$ cat src/logic/pwm_gen_defs.vh
// constants shared by the pwm generator timebase files
`ifndef PWM_GEN_DEFS_VH
`define PWM_GEN_DEFS_VH

// counter width, number of generators and event field width
`define PWM_CNT_W      16
`define PWM_NUM_GEN    4
`define PWM_EVT_W      6

// event bit positions in status and enable fields
`define EVT_ZERO       0
`define EVT_LOAD       1
`define EVT_A_UP       2
`define EVT_A_DOWN     3
`define EVT_B_UP       4
`define EVT_B_DOWN     5

// trigger enables sit in bits 13:8 of the enable word
`define TRIG_EN_LSB    8
`define IT_EN_W        14

// reset values
`define PWM_LOAD_RST   16'h0000
`define PWM_CMP_RST    16'h0000

`endif

$ cat src/logic/pwm_event_status.v
// sticky event status with raw and masked views
`timescale 1ns/1ns
module pwm_event_status #(
	parameter W = 6
) (
	// clock and reset
	input  wire         clk,
	input  wire         srst,
	// events and software access
	input  wire [W-1:0] evt,
	input  wire [W-1:0] int_en,
	input  wire         clr_wr,
	input  wire [W-1:0] clr_bits,
	// status views
	output reg  [W-1:0] raw_status,
	output reg  [W-1:0] masked_status,
	output reg          irq
);
	wire [W-1:0] next_raw;   // set wins over clear
	assign next_raw = evt | (raw_status & ~(clr_wr ? clr_bits : {W{1'b0}}));

	// sticky status register, write one to clear
	always @(posedge clk) begin
		if (srst) begin
			raw_status    <= {W{1'b0}};
			masked_status <= {W{1'b0}};
			irq           <= 1'b0;
		end else begin
			raw_status    <= next_raw;
			masked_status <= next_raw & int_en;
			irq           <= |(next_raw & int_en);
		end
	end
endmodule

$ cat src/logic/pwm_generator_timebase_control.v
// four pwm generators: configuration, counters, events
`timescale 1ns/1ns
`include "pwm_gen_defs.vh"
module pwm_generator_timebase_control #(
	parameter NG = `PWM_NUM_GEN,
	parameter CW = `PWM_CNT_W
) (
	// clock and reset
	input  wire             clk,
	input  wire             srst,
	// debugger halt and global sync
	input  wire             cpu_halted,
	input  wire             sync_event,
	// configuration write, one bit per generator
	input  wire [NG-1:0]    cfg_wr,
	input  wire [NG-1:0]    cfg_up_down,
	input  wire [NG-1:0]    cfg_sync_mode,
	input  wire [NG-1:0]    cfg_halt_pause_at_zero,
	// generator enable control
	input  wire [NG-1:0]    gen_enable_set,
	input  wire [NG-1:0]    gen_enable_clr,
	// period and pulse width writes
	input  wire [NG-1:0]    prog_wr,
	input  wire [NG*CW-1:0] prog_load,
	input  wire [NG*CW-1:0] prog_cmp_a,
	input  wire [NG*CW-1:0] prog_cmp_b,
	// interrupt/trigger enable and status clear
	input  wire [NG-1:0]    it_en_wr,
	input  wire [NG*14-1:0] it_en_data,
	input  wire [NG-1:0]    clr_wr,
	input  wire [NG*6-1:0]  clr_bits,
	// status out
	output reg  [NG-1:0]    gen_enabled,
	output reg  [NG*CW-1:0] period_readback,
	output reg  [NG*CW-1:0] counter_value,
	output reg  [NG-1:0]    update_pending,
	output wire [NG*6-1:0]  raw_status,
	output wire [NG*6-1:0]  masked_status,
	output wire [NG-1:0]    gen_irq,
	output reg  [NG-1:0]    gen_trig,
	output reg  [NG*2-1:0]  pwm_out
);
	reg  [NG-1:0]    up_down;      // counting mode
	reg  [NG-1:0]    sync_mode;    // update mode
	reg  [NG-1:0]    pause_zero;   // halt behaviour
	reg  [NG*CW-1:0] prog_load_r;  // programmed period
	reg  [NG*CW-1:0] prog_a_r;
	reg  [NG*CW-1:0] prog_b_r;
	reg  [NG*14-1:0] it_en;        // irq bits 5:0, trigger 13:8
	reg  [NG-1:0]    wr_d;         // write seen last cycle
	wire [NG*CW-1:0] cnt_w;
	wire [NG*CW-1:0] load_w;
	wire [NG-1:0]    pend_w;
	wire [NG*6-1:0]  evt_w;
	wire [NG-1:0]    pa_w;
	wire [NG-1:0]    pb_w;
	genvar g;

	// configuration, programmed values and enables
	always @(posedge clk) begin
		if (srst) begin
			up_down     <= {NG{1'b0}};
			sync_mode   <= {NG{1'b0}};
			pause_zero  <= {NG{1'b0}};
			gen_enabled <= {NG{1'b0}};
			prog_load_r <= {NG*CW{1'b0}};
			prog_a_r    <= {NG*CW{1'b0}};
			prog_b_r    <= {NG*CW{1'b0}};
			it_en       <= {NG*14{1'b0}};
			wr_d        <= {NG{1'b0}};
		end else begin
			up_down    <= (cfg_wr & cfg_up_down) | (~cfg_wr & up_down);
			sync_mode  <= (cfg_wr & cfg_sync_mode) | (~cfg_wr & sync_mode);
			pause_zero <= (cfg_wr & cfg_halt_pause_at_zero)
				| (~cfg_wr & pause_zero);
			// config write leaves generator off
			gen_enabled <= (gen_enabled | gen_enable_set)
				& ~gen_enable_clr & ~cfg_wr;
			wr_d <= prog_wr;
			begin : per_gen
				integer i;
				for (i = 0; i < NG; i = i + 1) begin
					if (prog_wr[i]) begin
						prog_load_r[i*CW +: CW] <= prog_load[i*CW +: CW];
						prog_a_r[i*CW +: CW]    <= prog_cmp_a[i*CW +: CW];
						prog_b_r[i*CW +: CW]    <= prog_cmp_b[i*CW +: CW];
					end
					if (it_en_wr[i])
						it_en[i*14 +: 14] <= it_en_data[i*14 +: 14];
				end
			end
		end
	end

	// per generator timebase and status
	generate
		for (g = 0; g < NG; g = g + 1) begin : gen_blk
			pwm_timebase #(
				.CW(CW)
			) u_tb (
				.clk               (clk),
				.srst              (srst),
				.enable            (gen_enabled[g]),
				.up_down           (up_down[g]),
				.sync_mode         (sync_mode[g]),
				.halt_pause_at_zero(pause_zero[g]),
				.cpu_halted        (cpu_halted),
				.sync_event        (sync_event),
				.prog_load         (prog_load_r[g*CW +: CW]),
				.prog_cmp_a        (prog_a_r[g*CW +: CW]),
				.prog_cmp_b        (prog_b_r[g*CW +: CW]),
				.prog_wr           (wr_d[g]),
				.count             (cnt_w[g*CW +: CW]),
				.act_load          (load_w[g*CW +: CW]),
				.pending           (pend_w[g]),
				.evt               (evt_w[g*6 +: 6]),
				.pwm_a             (pa_w[g]),
				.pwm_b             (pb_w[g])
			);
			pwm_event_status #(
				.W(6)
			) u_st (
				.clk          (clk),
				.srst         (srst),
				.evt          (evt_w[g*6 +: 6]),
				.int_en       (it_en[g*14 +: 6]),
				.clr_wr       (clr_wr[g]),
				.clr_bits     (clr_bits[g*6 +: 6]),
				.raw_status   (raw_status[g*6 +: 6]),
				.masked_status(masked_status[g*6 +: 6]),
				.irq          (gen_irq[g])
			);
		end
	endgenerate

	// registered observation and trigger outputs
	always @(posedge clk) begin
		if (srst) begin
			period_readback <= {NG*CW{1'b0}};
			counter_value   <= {NG*CW{1'b0}};
			update_pending  <= {NG{1'b0}};
			gen_trig        <= {NG{1'b0}};
			pwm_out         <= {NG*2{1'b0}};
		end else begin
			period_readback <= prog_load_r;
			counter_value   <= cnt_w;
			update_pending  <= pend_w | wr_d;
			begin : trig_loop
				integer j;
				for (j = 0; j < NG; j = j + 1) begin
					gen_trig[j] <= |(evt_w[j*6 +: 6]
						& it_en[j*14 + `TRIG_EN_LSB +: 6]);
					pwm_out[j*2]   <= pa_w[j];
					pwm_out[j*2+1] <= pb_w[j];
				end
			end
		end
	end
endmodule

$ cat src/logic/pwm_timebase.v
// one generator counter with pending parameters and events
`timescale 1ns/1ns
`include "pwm_gen_defs.vh"
module pwm_timebase #(
	parameter CW = 16
) (
	// clock and reset
	input  wire          clk,
	input  wire          srst,
	// configuration
	input  wire          enable,
	input  wire          up_down,
	input  wire          sync_mode,
	input  wire          halt_pause_at_zero,
	input  wire          cpu_halted,
	input  wire          sync_event,
	// programmed values
	input  wire [CW-1:0] prog_load,
	input  wire [CW-1:0] prog_cmp_a,
	input  wire [CW-1:0] prog_cmp_b,
	input  wire          prog_wr,
	// state
	output reg  [CW-1:0] count,
	output reg  [CW-1:0] act_load,
	output reg           pending,
	output reg  [5:0]    evt,
	output reg           pwm_a,
	output reg           pwm_b
);
	reg          dir_up;      // up/down direction, 1 while rising
	reg          armed;       // sync seen, copy allowed
	reg [CW-1:0] act_a;       // active comparator a
	reg [CW-1:0] act_b;       // active comparator b
	reg [CW-1:0] next_count;
	reg          next_dir;
	wire         at_zero;
	wire         hold;
	wire         run;
	wire         apply;

	assign at_zero = (count == {CW{1'b0}});
	// pause only once the counter sits at zero
	assign hold  = cpu_halted & halt_pause_at_zero & at_zero;
	assign run   = enable & ~hold;
	// copy pending values only at zero
	assign apply = pending & at_zero & (~sync_mode | armed | sync_event);

	// next count and direction
	always @* begin
		next_count = count;
		next_dir   = dir_up;
		if (up_down) begin
			if (at_zero) begin
				next_dir   = 1'b1;
				next_count = (act_load == {CW{1'b0}}) ? count : count + 1'b1;
			end else if (dir_up && count >= act_load) begin
				next_dir   = 1'b0;
				next_count = count - 1'b1;
			end else if (dir_up) begin
				next_count = count + 1'b1;
			end else begin
				next_count = count - 1'b1;
			end
		end else begin
			next_dir   = 1'b0;
			next_count = at_zero ? act_load : count - 1'b1;
		end
	end

	// counter, active registers and events
	always @(posedge clk) begin
		if (srst) begin
			count    <= {CW{1'b0}};
			dir_up   <= 1'b1;
			act_load <= `PWM_LOAD_RST;
			act_a    <= `PWM_CMP_RST;
			act_b    <= `PWM_CMP_RST;
			pending  <= 1'b0;
			armed    <= 1'b0;
			evt      <= 6'h00;
			pwm_a    <= 1'b0;
			pwm_b    <= 1'b0;
		end else begin
			// pending flag: new write wins over apply
			if (prog_wr)
				pending <= 1'b1;
			else if (apply)
				pending <= 1'b0;
			// remember sync event until zero
			if (prog_wr & ~pending)
				armed <= 1'b0;
			else if (apply)
				armed <= 1'b0;
			else if (sync_event & pending)
				armed <= 1'b1;
			if (apply) begin
				act_load <= prog_load;
				act_a    <= prog_cmp_a;
				act_b    <= prog_cmp_b;
			end
			evt <= 6'h00;
			if (run) begin
				count  <= next_count;
				dir_up <= next_dir;
				// events of the new count
				evt[`EVT_ZERO]   <= (next_count == {CW{1'b0}});
				evt[`EVT_LOAD]   <= (next_count == act_load);
				evt[`EVT_A_UP]   <= (next_count == act_a) & next_dir & up_down;
				evt[`EVT_A_DOWN] <= (next_count == act_a) & ~(next_dir & up_down);
				evt[`EVT_B_UP]   <= (next_count == act_b) & next_dir & up_down;
				evt[`EVT_B_DOWN] <= (next_count == act_b) & ~(next_dir & up_down);
				// outputs high while count below comparator
				pwm_a <= (next_count < act_a);
				pwm_b <= (next_count < act_b);
			end
		end
	end
endmodule

$ cat config.mk
export PLATFORM = sky130hd
export DESIGN_NAME = pwm_generator_timebase_control
export DESIGN_NICKNAME = d
export VERILOG_FILES = /design/src/logic/pwm_event_status.v /design/src/logic/pwm_generator_timebase_control.v /design/src/logic/pwm_timebase.v
export VERILOG_INCLUDE_DIRS = /design/src /design/src/logic
export SDC_FILE = /design/constraint.sdc
export NUM_CORES = 2
export LEC_CHECK = 0
export ABC_CLOCK_PERIOD_IN_PS = 4700
export BUFFER_PORTS_ARGS = -buffer_cell sky130_fd_sc_hd__buf_4
export CAP_MARGIN = 40
export CELL_PAD_IN_SITES_DETAIL_PLACEMENT = 0
export CELL_PAD_IN_SITES_GLOBAL_PLACEMENT = 2
export CORE_UTILIZATION = 31
export CTS_CLUSTER_DIAMETER = 80
export DETAILED_ROUTE_END_ITERATION = 8
export PLACE_DENSITY = 0.74
export SLEW_MARGIN = 20
export SYNTH_ARGS = -nofsm -noshare
export SYNTH_HDL_FRONTEND = slang
export SYNTH_SLANG_ARGS = --single-unit
$ cat constraint.sdc
create_clock -name clk -period 4.7 [get_ports clk]
set_clock_uncertainty 0.05 [all_clocks]
set_input_delay 0.235 -clock clk [delete_from_list [all_inputs] [get_ports clk]]
set_output_delay 0.235 -clock clk [all_outputs]
set_load 0.01 [all_outputs]
======== Word level (Yosys, flattened, before mapping) ========
Cells that the tools add are included.
cells by class
  add/subtract/negate cells ............... 8
  multiply operators ...................... 0
  div/mod/pow operators ................... 0
  magnitude comparators ................... 12
  equal/unequal tests ..................... 12
  shift operators ......................... 0
  multiplexer cells ....................... 48
  bitwise logic cells ..................... 119
  reduce and logical (&&, ||, !) cells .... 36
operators by type and width
  operator                                            count
  two-way mux 16 bit                                  24
  equality test 16 bit                                12
  logical NOT 16 bit                                  12
  < comparator 16 bit                                 8
  bitwise AND 6 bit                                   12
  adder 16 x 1 -> 16 bit, second input constant       4
  greater-or-equal comparator 16 bit                  4
  subtractor 16 x 1 -> 16 bit, second input constant  4
  bitwise AND 1 bit                                   56
  OR reduction 6 bit                                  8
  bitwise AND 4 bit                                   8
  two-way mux 6 bit                                   4
  NOT 6 bit                                           4
  bitwise OR 6 bit                                    4
  two-way mux 1 bit                                   20
  NOT 1 bit                                           20
  bitwise OR 4 bit                                    5
  OR reduction 3 bit                                  4
  NOT 4 bit                                           2
  bitwise OR 1 bit                                    8
  nonzero test 2 bit                                  4
  OR reduction 2 bit                                  4
  logical AND 1 bit                                   4
word-level totals
  bits in registers ....................... 764
  latch bits .............................. 0
  memory bits (writable) .................. 0
  memory bits (read-only) ................. 0
  input bits .............................. 312
  output and inout bits ................... 200
  word-level logic and storage cells ...... 313
  memories kept ........................... 0

======== Longest topological paths before layout ========
  word-level depth ........................ 8
  mapped depth ............................ 24
  gate-level depth less buffers ........... 21

======== Cells and area by module ========
A second synthesis with hierarchy kept.
second synthesis, totals
  cells, all modules ...................... 4555
  area total of the unflattened synthesis .. 38483.2 um^2
modules (own cells, without submodules)
  module                              instances  cells each  area each (um^2)  seq. area each (um^2)
  pwm_generator_timebase_control      1          1153        13161.4           8087.8
  pwm_timebase (gen_blk[1].u_tb ...)  2          824         6074.6            1501.4
  pwm_timebase (gen_blk[0].u_tb)      1          799         5786.8            1501.4
  pwm_timebase (gen_blk[3].u_tb)      1          767         5584.1            1501.4
  pwm_event_status                    4          47          450.4             260.2

======== Least setup slack after synthesis ========
No wires, ideal clock.
  path type ............................... register to register
  start point ............................. register gen_blk[3].u_tb.count[0]
  end point ............................... register gen_blk[3].u_tb.pwm_a
  setup time .............................. 70 ps
  arrival time ............................ 4324 ps
  data required time ...................... 4580 ps
  setup slack ............................. 255 ps
  stages on the path, launching flop included .. 22
  path buffers ............................ 3
  clock period less this slack ............ 4445 ps
  cell sequence ........................... dfxtp_1 clkbuf_1 inv_1 ha_1 nand2b_1 a2111o_1 a31oi_1 and3_1 buf_2 buf_1 o22ai_1 a22oi_1 inv_1 ha_1 a21o_1 a21o_1 a21oi_1 nor2b_1 o21ai_0 o211ai_1 a211o_1 a21oi_1
on the way
  word-level cells in the longest chain between the ends .. 6
  elaborated cells between the ends (all ways) .. 15
  those cells by class .................... add/sub: 2; order compare: 2; mux: 6; bitwise: 3; reduce/logical: 2
RTL lines
  element                                                    line                                                     RTL
  start, declared                                            pwm_timebase.v:23                                        output reg [CW-1:0] count,
  start signal, assigned                                     pwm_timebase.v:73                                        count <= {CW{1'b0}};
  start signal, assigned                                     pwm_timebase.v:103                                       count <= next_count;
  subtractor 16 x 1 -> 16 bit, or another cell as far along  pwm_timebase.v:58, pwm_timebase.v:62, pwm_timebase.v:66
  two-way mux 16 bit or logical AND 1 bit (tied branches)    pwm_timebase.v:59, pwm_timebase.v:56
  two-way mux 16 bit                                         pwm_timebase.v:56                                        end else if (dir_up && count >= act_load) begin
  two-way mux 16 bit                                         pwm_timebase.v:53                                        if (at_zero) begin
  two-way mux 16 bit (*)                                     pwm_timebase.v:52                                        if (up_down) begin
  named net gen_blk[3].u_tb.next_count[8]                    pwm_timebase.v:34                                        reg [CW-1:0] next_count;
  < comparator 16 bit (*)                                    pwm_timebase.v:113                                       pwm_a <= (next_count < act_a);
  end signal, assigned                                       pwm_timebase.v:113
  end, declared                                              pwm_timebase.v:27                                        output reg pwm_a,
Mark *: on every way through the listed nets, which the timed path passes. The rest lies on a longest branch.
A chain may end at the register's enable or synchronous reset.

======== Worst setup path after layout ========
  start point ............................. register gen_blk[2].u_tb.act_load[14]
  end point ............................... register gen_blk[2].u_tb.pwm_a
on the way
  word-level cells in the longest chain between the ends .. 6
  elaborated cells between the ends (all ways) .. 9
  those cells by class .................... order compare: 2; mux: 5; reduce/logical: 2
RTL lines
  element                                  line                RTL
  start, declared                          pwm_timebase.v:24   output reg [CW-1:0] act_load,
  start signal, assigned                   pwm_timebase.v:75   act_load <= `PWM_LOAD_RST;
  start signal, assigned                   pwm_timebase.v:97   act_load <= prog_load;
  greater-or-equal comparator 16 bit       pwm_timebase.v:56
  logical AND 1 bit                        pwm_timebase.v:56
  two-way mux 16 bit                       pwm_timebase.v:56
  two-way mux 16 bit (*)                   pwm_timebase.v:53
  two-way mux 16 bit (*)                   pwm_timebase.v:52
  named net gen_blk[2].u_tb.next_count[9]  pwm_timebase.v:34
  < comparator 16 bit (*)                  pwm_timebase.v:113
  end signal, assigned                     pwm_timebase.v:113
  end, declared                            pwm_timebase.v:27
Marks and branches as above.

==> flow_metrics.tcl <==
set metrics [dict create \
    cts_htree_levels 3 \
    via_per_inst 4.98 \
    cts_inserted_buffers 90 \
    row_count 126 \
    worstHoldPathType "in2reg" \
    syn_to_final_growth_pct 37.8 \
    initial_core_util_pct 31.3 \
    multiInputGateArea_mm2 0.0197 \
    fin_setup_tns_ns 0 \
    synthesis.area_mm2 0.0369 \
    p_leak_uw 0.0212 \
    power.density_mw_per_mm2 407 \
    cp-start-kind "flop" \
    period_share_pct 94.0 \
    drcViolationCount 0 \
    cts.sinks 756 \
    synth_cell_types 97 \
    routed_wl_um 143000 \
    min_period_ns 4.42 \
    critPathBufInv 2 \
    cp_data_arrival_time_ns 5.00 \
    seq_area_mm2 0.0151 \
    final_util_pct 43.1 \
    cts_tree "yes" \
    cpMostUsedCell "a21o_1" \
    grt_pass1_wl_um 215000 \
    required_ns 5.28 \
    nNetsFinal 5888 \
    netSwitchingFraction_pct 33.1 \
    drt_pass1_iterations 6 \
    grt_usage_pct 23.2 \
    crit_chain "inv_1, ha_1, nand4_1, nor3_1, nor4b_1, nor3_2, mux2i_1, xnor2_1, nand3_1, and2_1, inv_1, ha_1, a21o_1, a21o_1, a21o_1, a21o_1, a21o_1, a21o_1, a21oi_1, o211ai_1, nand2_1" \
    path_max_fanout 3 \
    gp_congestion 0.956 \
    avgSynthCellArea_um2 8.37 \
    slew_viol_final 0 \
    syn-num-nets 4917 \
    synth-seq-area-share_pct 41.1 \
    drive_gt1_share_pct 17.7 \
    cap_violations 0 \
    power_frac_comb_pct 31.4 \
    first_global_vias 34400 \
    root_buffer "clkbuf_16" \
    cts_setup_buffers 0 \
    drtAntennaViolNets 0 \
    p_sw_uw 6840 \
    cp-end-kind "flop" \
    slew-limit-headroom_pct 34.5 \
    antenna_found_initial 13 \
    overflow 0 \
    synthCells 4402 \
    path_clk_slew_ns 0.06 \
    ys_seq_elements 756 \
    outcome "finished, final reports clean" \
    wire_per_inst_um 20.5 \
    slowest_delay_ns 0.49 \
    setup_viol 0 \
    fmax_mhz 226 \
    yosys_warnings 0 \
    drt_iter0_drc 2306 \
    vias 34800 \
    die-area_mm2 0.120 \
    fp.dieW_um 347 \
    dpl.hpwl_um 106000 \
    nFillCells 11900 \
    synthArstFlopShare_pct 0 \
    coreArea_mm2 0.118 \
    crit_type "reg2reg" \
    portBuffers 503 \
    clkLatencyLatePin_ns 0.69 \
    clockBufferDepth 3 \
    synth-edff-count 0 \
    die-height_um 347 \
    max-vdd-ir-drop_uv 329 \
    cp_top_family "simple AND/OR/NAND/NOR gates" \
    critPathSlowestCell "nor4b_1" \
    final_hold_viol_count 0 \
    power_frac_clock_pct 35.4 \
    ios 512 \
    worstMarginPinSlew_ns 0.982 \
    cell_internal_pwr_uw 13800 \
    synth-main-ff-cell "dfxtp_1" \
    grt_max_degree 161 \
    seqPwrFrac_pct 33.2 \
]
-- cells in the mapped netlist (8+ instances only) --
cell type  instances  share of area (%)
and2_1            33               0.56
and3_1            26               0.44
inv_1            250                2.5
xnor2_1           83                2.0
nand3_1           72               0.98
a2111oi_0         10               0.24
nand2b_1          21               0.36
o211ai_1          24               0.49
o21ai_0           83                1.1
a21oi_1          346                4.7
a21o_1            40               0.81
and4_1            13               0.31
o22ai_1           31               0.53
buf_2             24               0.33
nor3_1            69               0.94
xor2_1            58                1.4
a211oi_1          59                1.2
buf_4             11               0.22
nor2_1           511                5.2
buf_1             28               0.29
dfxtp_1          756                 41
a211o_1            9               0.21
nor4_1            47               0.80
nand4_1           71                1.2
clkbuf_1         229                2.3
or3_1             13               0.22
nor2b_1          146                2.5
a31oi_1           29               0.49
o31ai_1           15               0.31
a22oi_1           27               0.55
ha_1             203                6.9
a221oi_1          18               0.43
or4_1             18               0.37
mux2i_1          279                7.6
o2111ai_1          8               0.19
nand2_1          556                5.7
o21a_1            36               0.73
-- cells in the final DEF, fill, tap and decap left out, types with 15 or more instances in the layout --
cell type / synthesis / layout
xnor2_1: 83 / 83
nor3_1: 69 / 68
mux2i_1: 279 / 279
dlygate4sd3_1: 0 / 412
clkbuf_1: 229 / 21
o211ai_1: 24 / 24
and2_1: 33 / 33
a22oi_1: 27 / 27
a21o_1: 40 / 40
buf_4: 11 / 747
nand4_1: 71 / 71
a21oi_1: 346 / 343
or4_1: 18 / 18
ha_1: 203 / 203
xor2_1: 58 / 58
nor4_1: 47 / 46
nand2b_1: 21 / 21
o21ai_0: 83 / 82
nor2_1: 511 / 510
dfxtp_1: 756 / 756
o21a_1: 36 / 36
a211oi_1: 59 / 59
and3_1: 26 / 25
nand2_1: 556 / 556
nor2b_1: 146 / 146
o31ai_1: 15 / 15
inv_1: 250 / 249
o22ai_1: 31 / 31
a221oi_1: 18 / 17
clkbuf_16: 0 / 91
a31oi_1: 29 / 29
nand3_1: 72 / 68
-- kinds of logic (layout without fill, tap and decap cells) --
family	Yosys count	in the layout	share of synthesized area (%)
AND/OR/NAND/NOR	1646	1646	20.8
multiplexers	284	284	7.74
buffers and inverters	546	1592	5.81
flip-flops	756	756	41.1
AO/OA/AOI/OAI	825	825	14.3
other	0	6	0
adder cells (fa/ha/maj)	203	203	6.89
XOR/XNOR	142	142	3.41
-- layout make-up --
class                      instances  share of cell area (%)
antenna                            6                  0.0296
clock buffer                     125                    4.99
inverter                         251                    1.85
timing repair buffer            1174                    19.7
sequential                       756                    29.8
tap                             1536                    3.78
clock inverter                    42                    1.10
multi-input combinational       3100                    38.7
-- repair_timing --
| item | 4_1_cts | 5_1_grt |
|---|---|---|
| resized for setup | 0 | 8 |
| hold endpoints to repair | 332 | 15 |
| hold buffers | 410 | 2 |
| endpoints found under the setup margin | 0 | 3 |
-- worst min-delay path, cell delays in order --
cell,delay [ns]
buf_4,0.19
nand2_1,0.08
a21o_1,0.14
and2_1,0.12
-- power by group through the flow --
stage	clock [µW]	combinational, µW	sequential [µW]
2_1_floorplan	0	3790	6930
4_1_cts	7510	6430	6860
3_3_place_gp	0	6060	7000
6_report	7310	6490	6860
3_5_place_dp	0	6080	7000
5_1_grt	7780	7140	6890
-- path summary, 6_finish.rpt --
path / start / to / slack (ns) / cells after the start
min: clr_wr[2] / gen_blk[2].u_st.raw_status[4]$_SDFF_PP0_ / 0.06 / 4
min reg2reg: prog_b_r[17]$_SDFFE_PP0P_ / gen_blk[1].u_tb.act_b[1]$_SDFFE_PP0P_ / 0.40 / 2
max: gen_blk[2].u_tb.act_load[14]$_SDFFE_PP0P_ / gen_blk[2].u_tb.pwm_a$_SDFFE_PP0P_ / 0.28 / 21
max reg2reg: gen_blk[2].u_tb.act_load[14]$_SDFFE_PP0P_ / gen_blk[2].u_tb.pwm_a$_SDFFE_PP0P_ / 0.28 / 21
-- per-stage QoR --
stage	std cells	hold WS, ns	power, µW	setup WS (ns)	instance area, µm²
finish	6990	0.0622	20700	0.281	50800
CTS	6979	0.0101	20800	0.299	50700
floorplan	4402	0.261	10700	0.255	36900
global placement	6393	0.350	13100	0.0994	43300
detailed placement	6402	0.352	13100	0.314	43500
global route	6986	0.0391	21800	-0.00591	50800
-- registers in the layout, indices dropped and copies added (netlist names), 48 cells and up, named ones only --
| name | count |
|---|---|
| it_en | 48 |
| prog_load_r | 64 |
| prog_b_r | 64 |
| gen_blk.u_tb.count | 64 |
| prog_a_r | 64 |
| gen_blk.u_tb.act_a | 64 |
| gen_blk.u_tb.act_load | 64 |
| counter_value | 64 |
| period_readback | 64 |
| gen_blk.u_tb.act_b | 64 |
-- layer usage --
layer / up-vias / global-route usage (%) / share of wire (%) / wire (µm)
li1: 17100 / - / - / -
met4: 4 / 6.93 / 2.8 / 4050
met5: - / 0 / 0.016 / 23
met1: 16500 / 31.5 / 47 / 67300
met2: 965 / 36.8 / 45 / 64100
met3: 220 / 4.60 / 5.5 / 7880
Note: power is estimated with default switching activity, not from simulation.
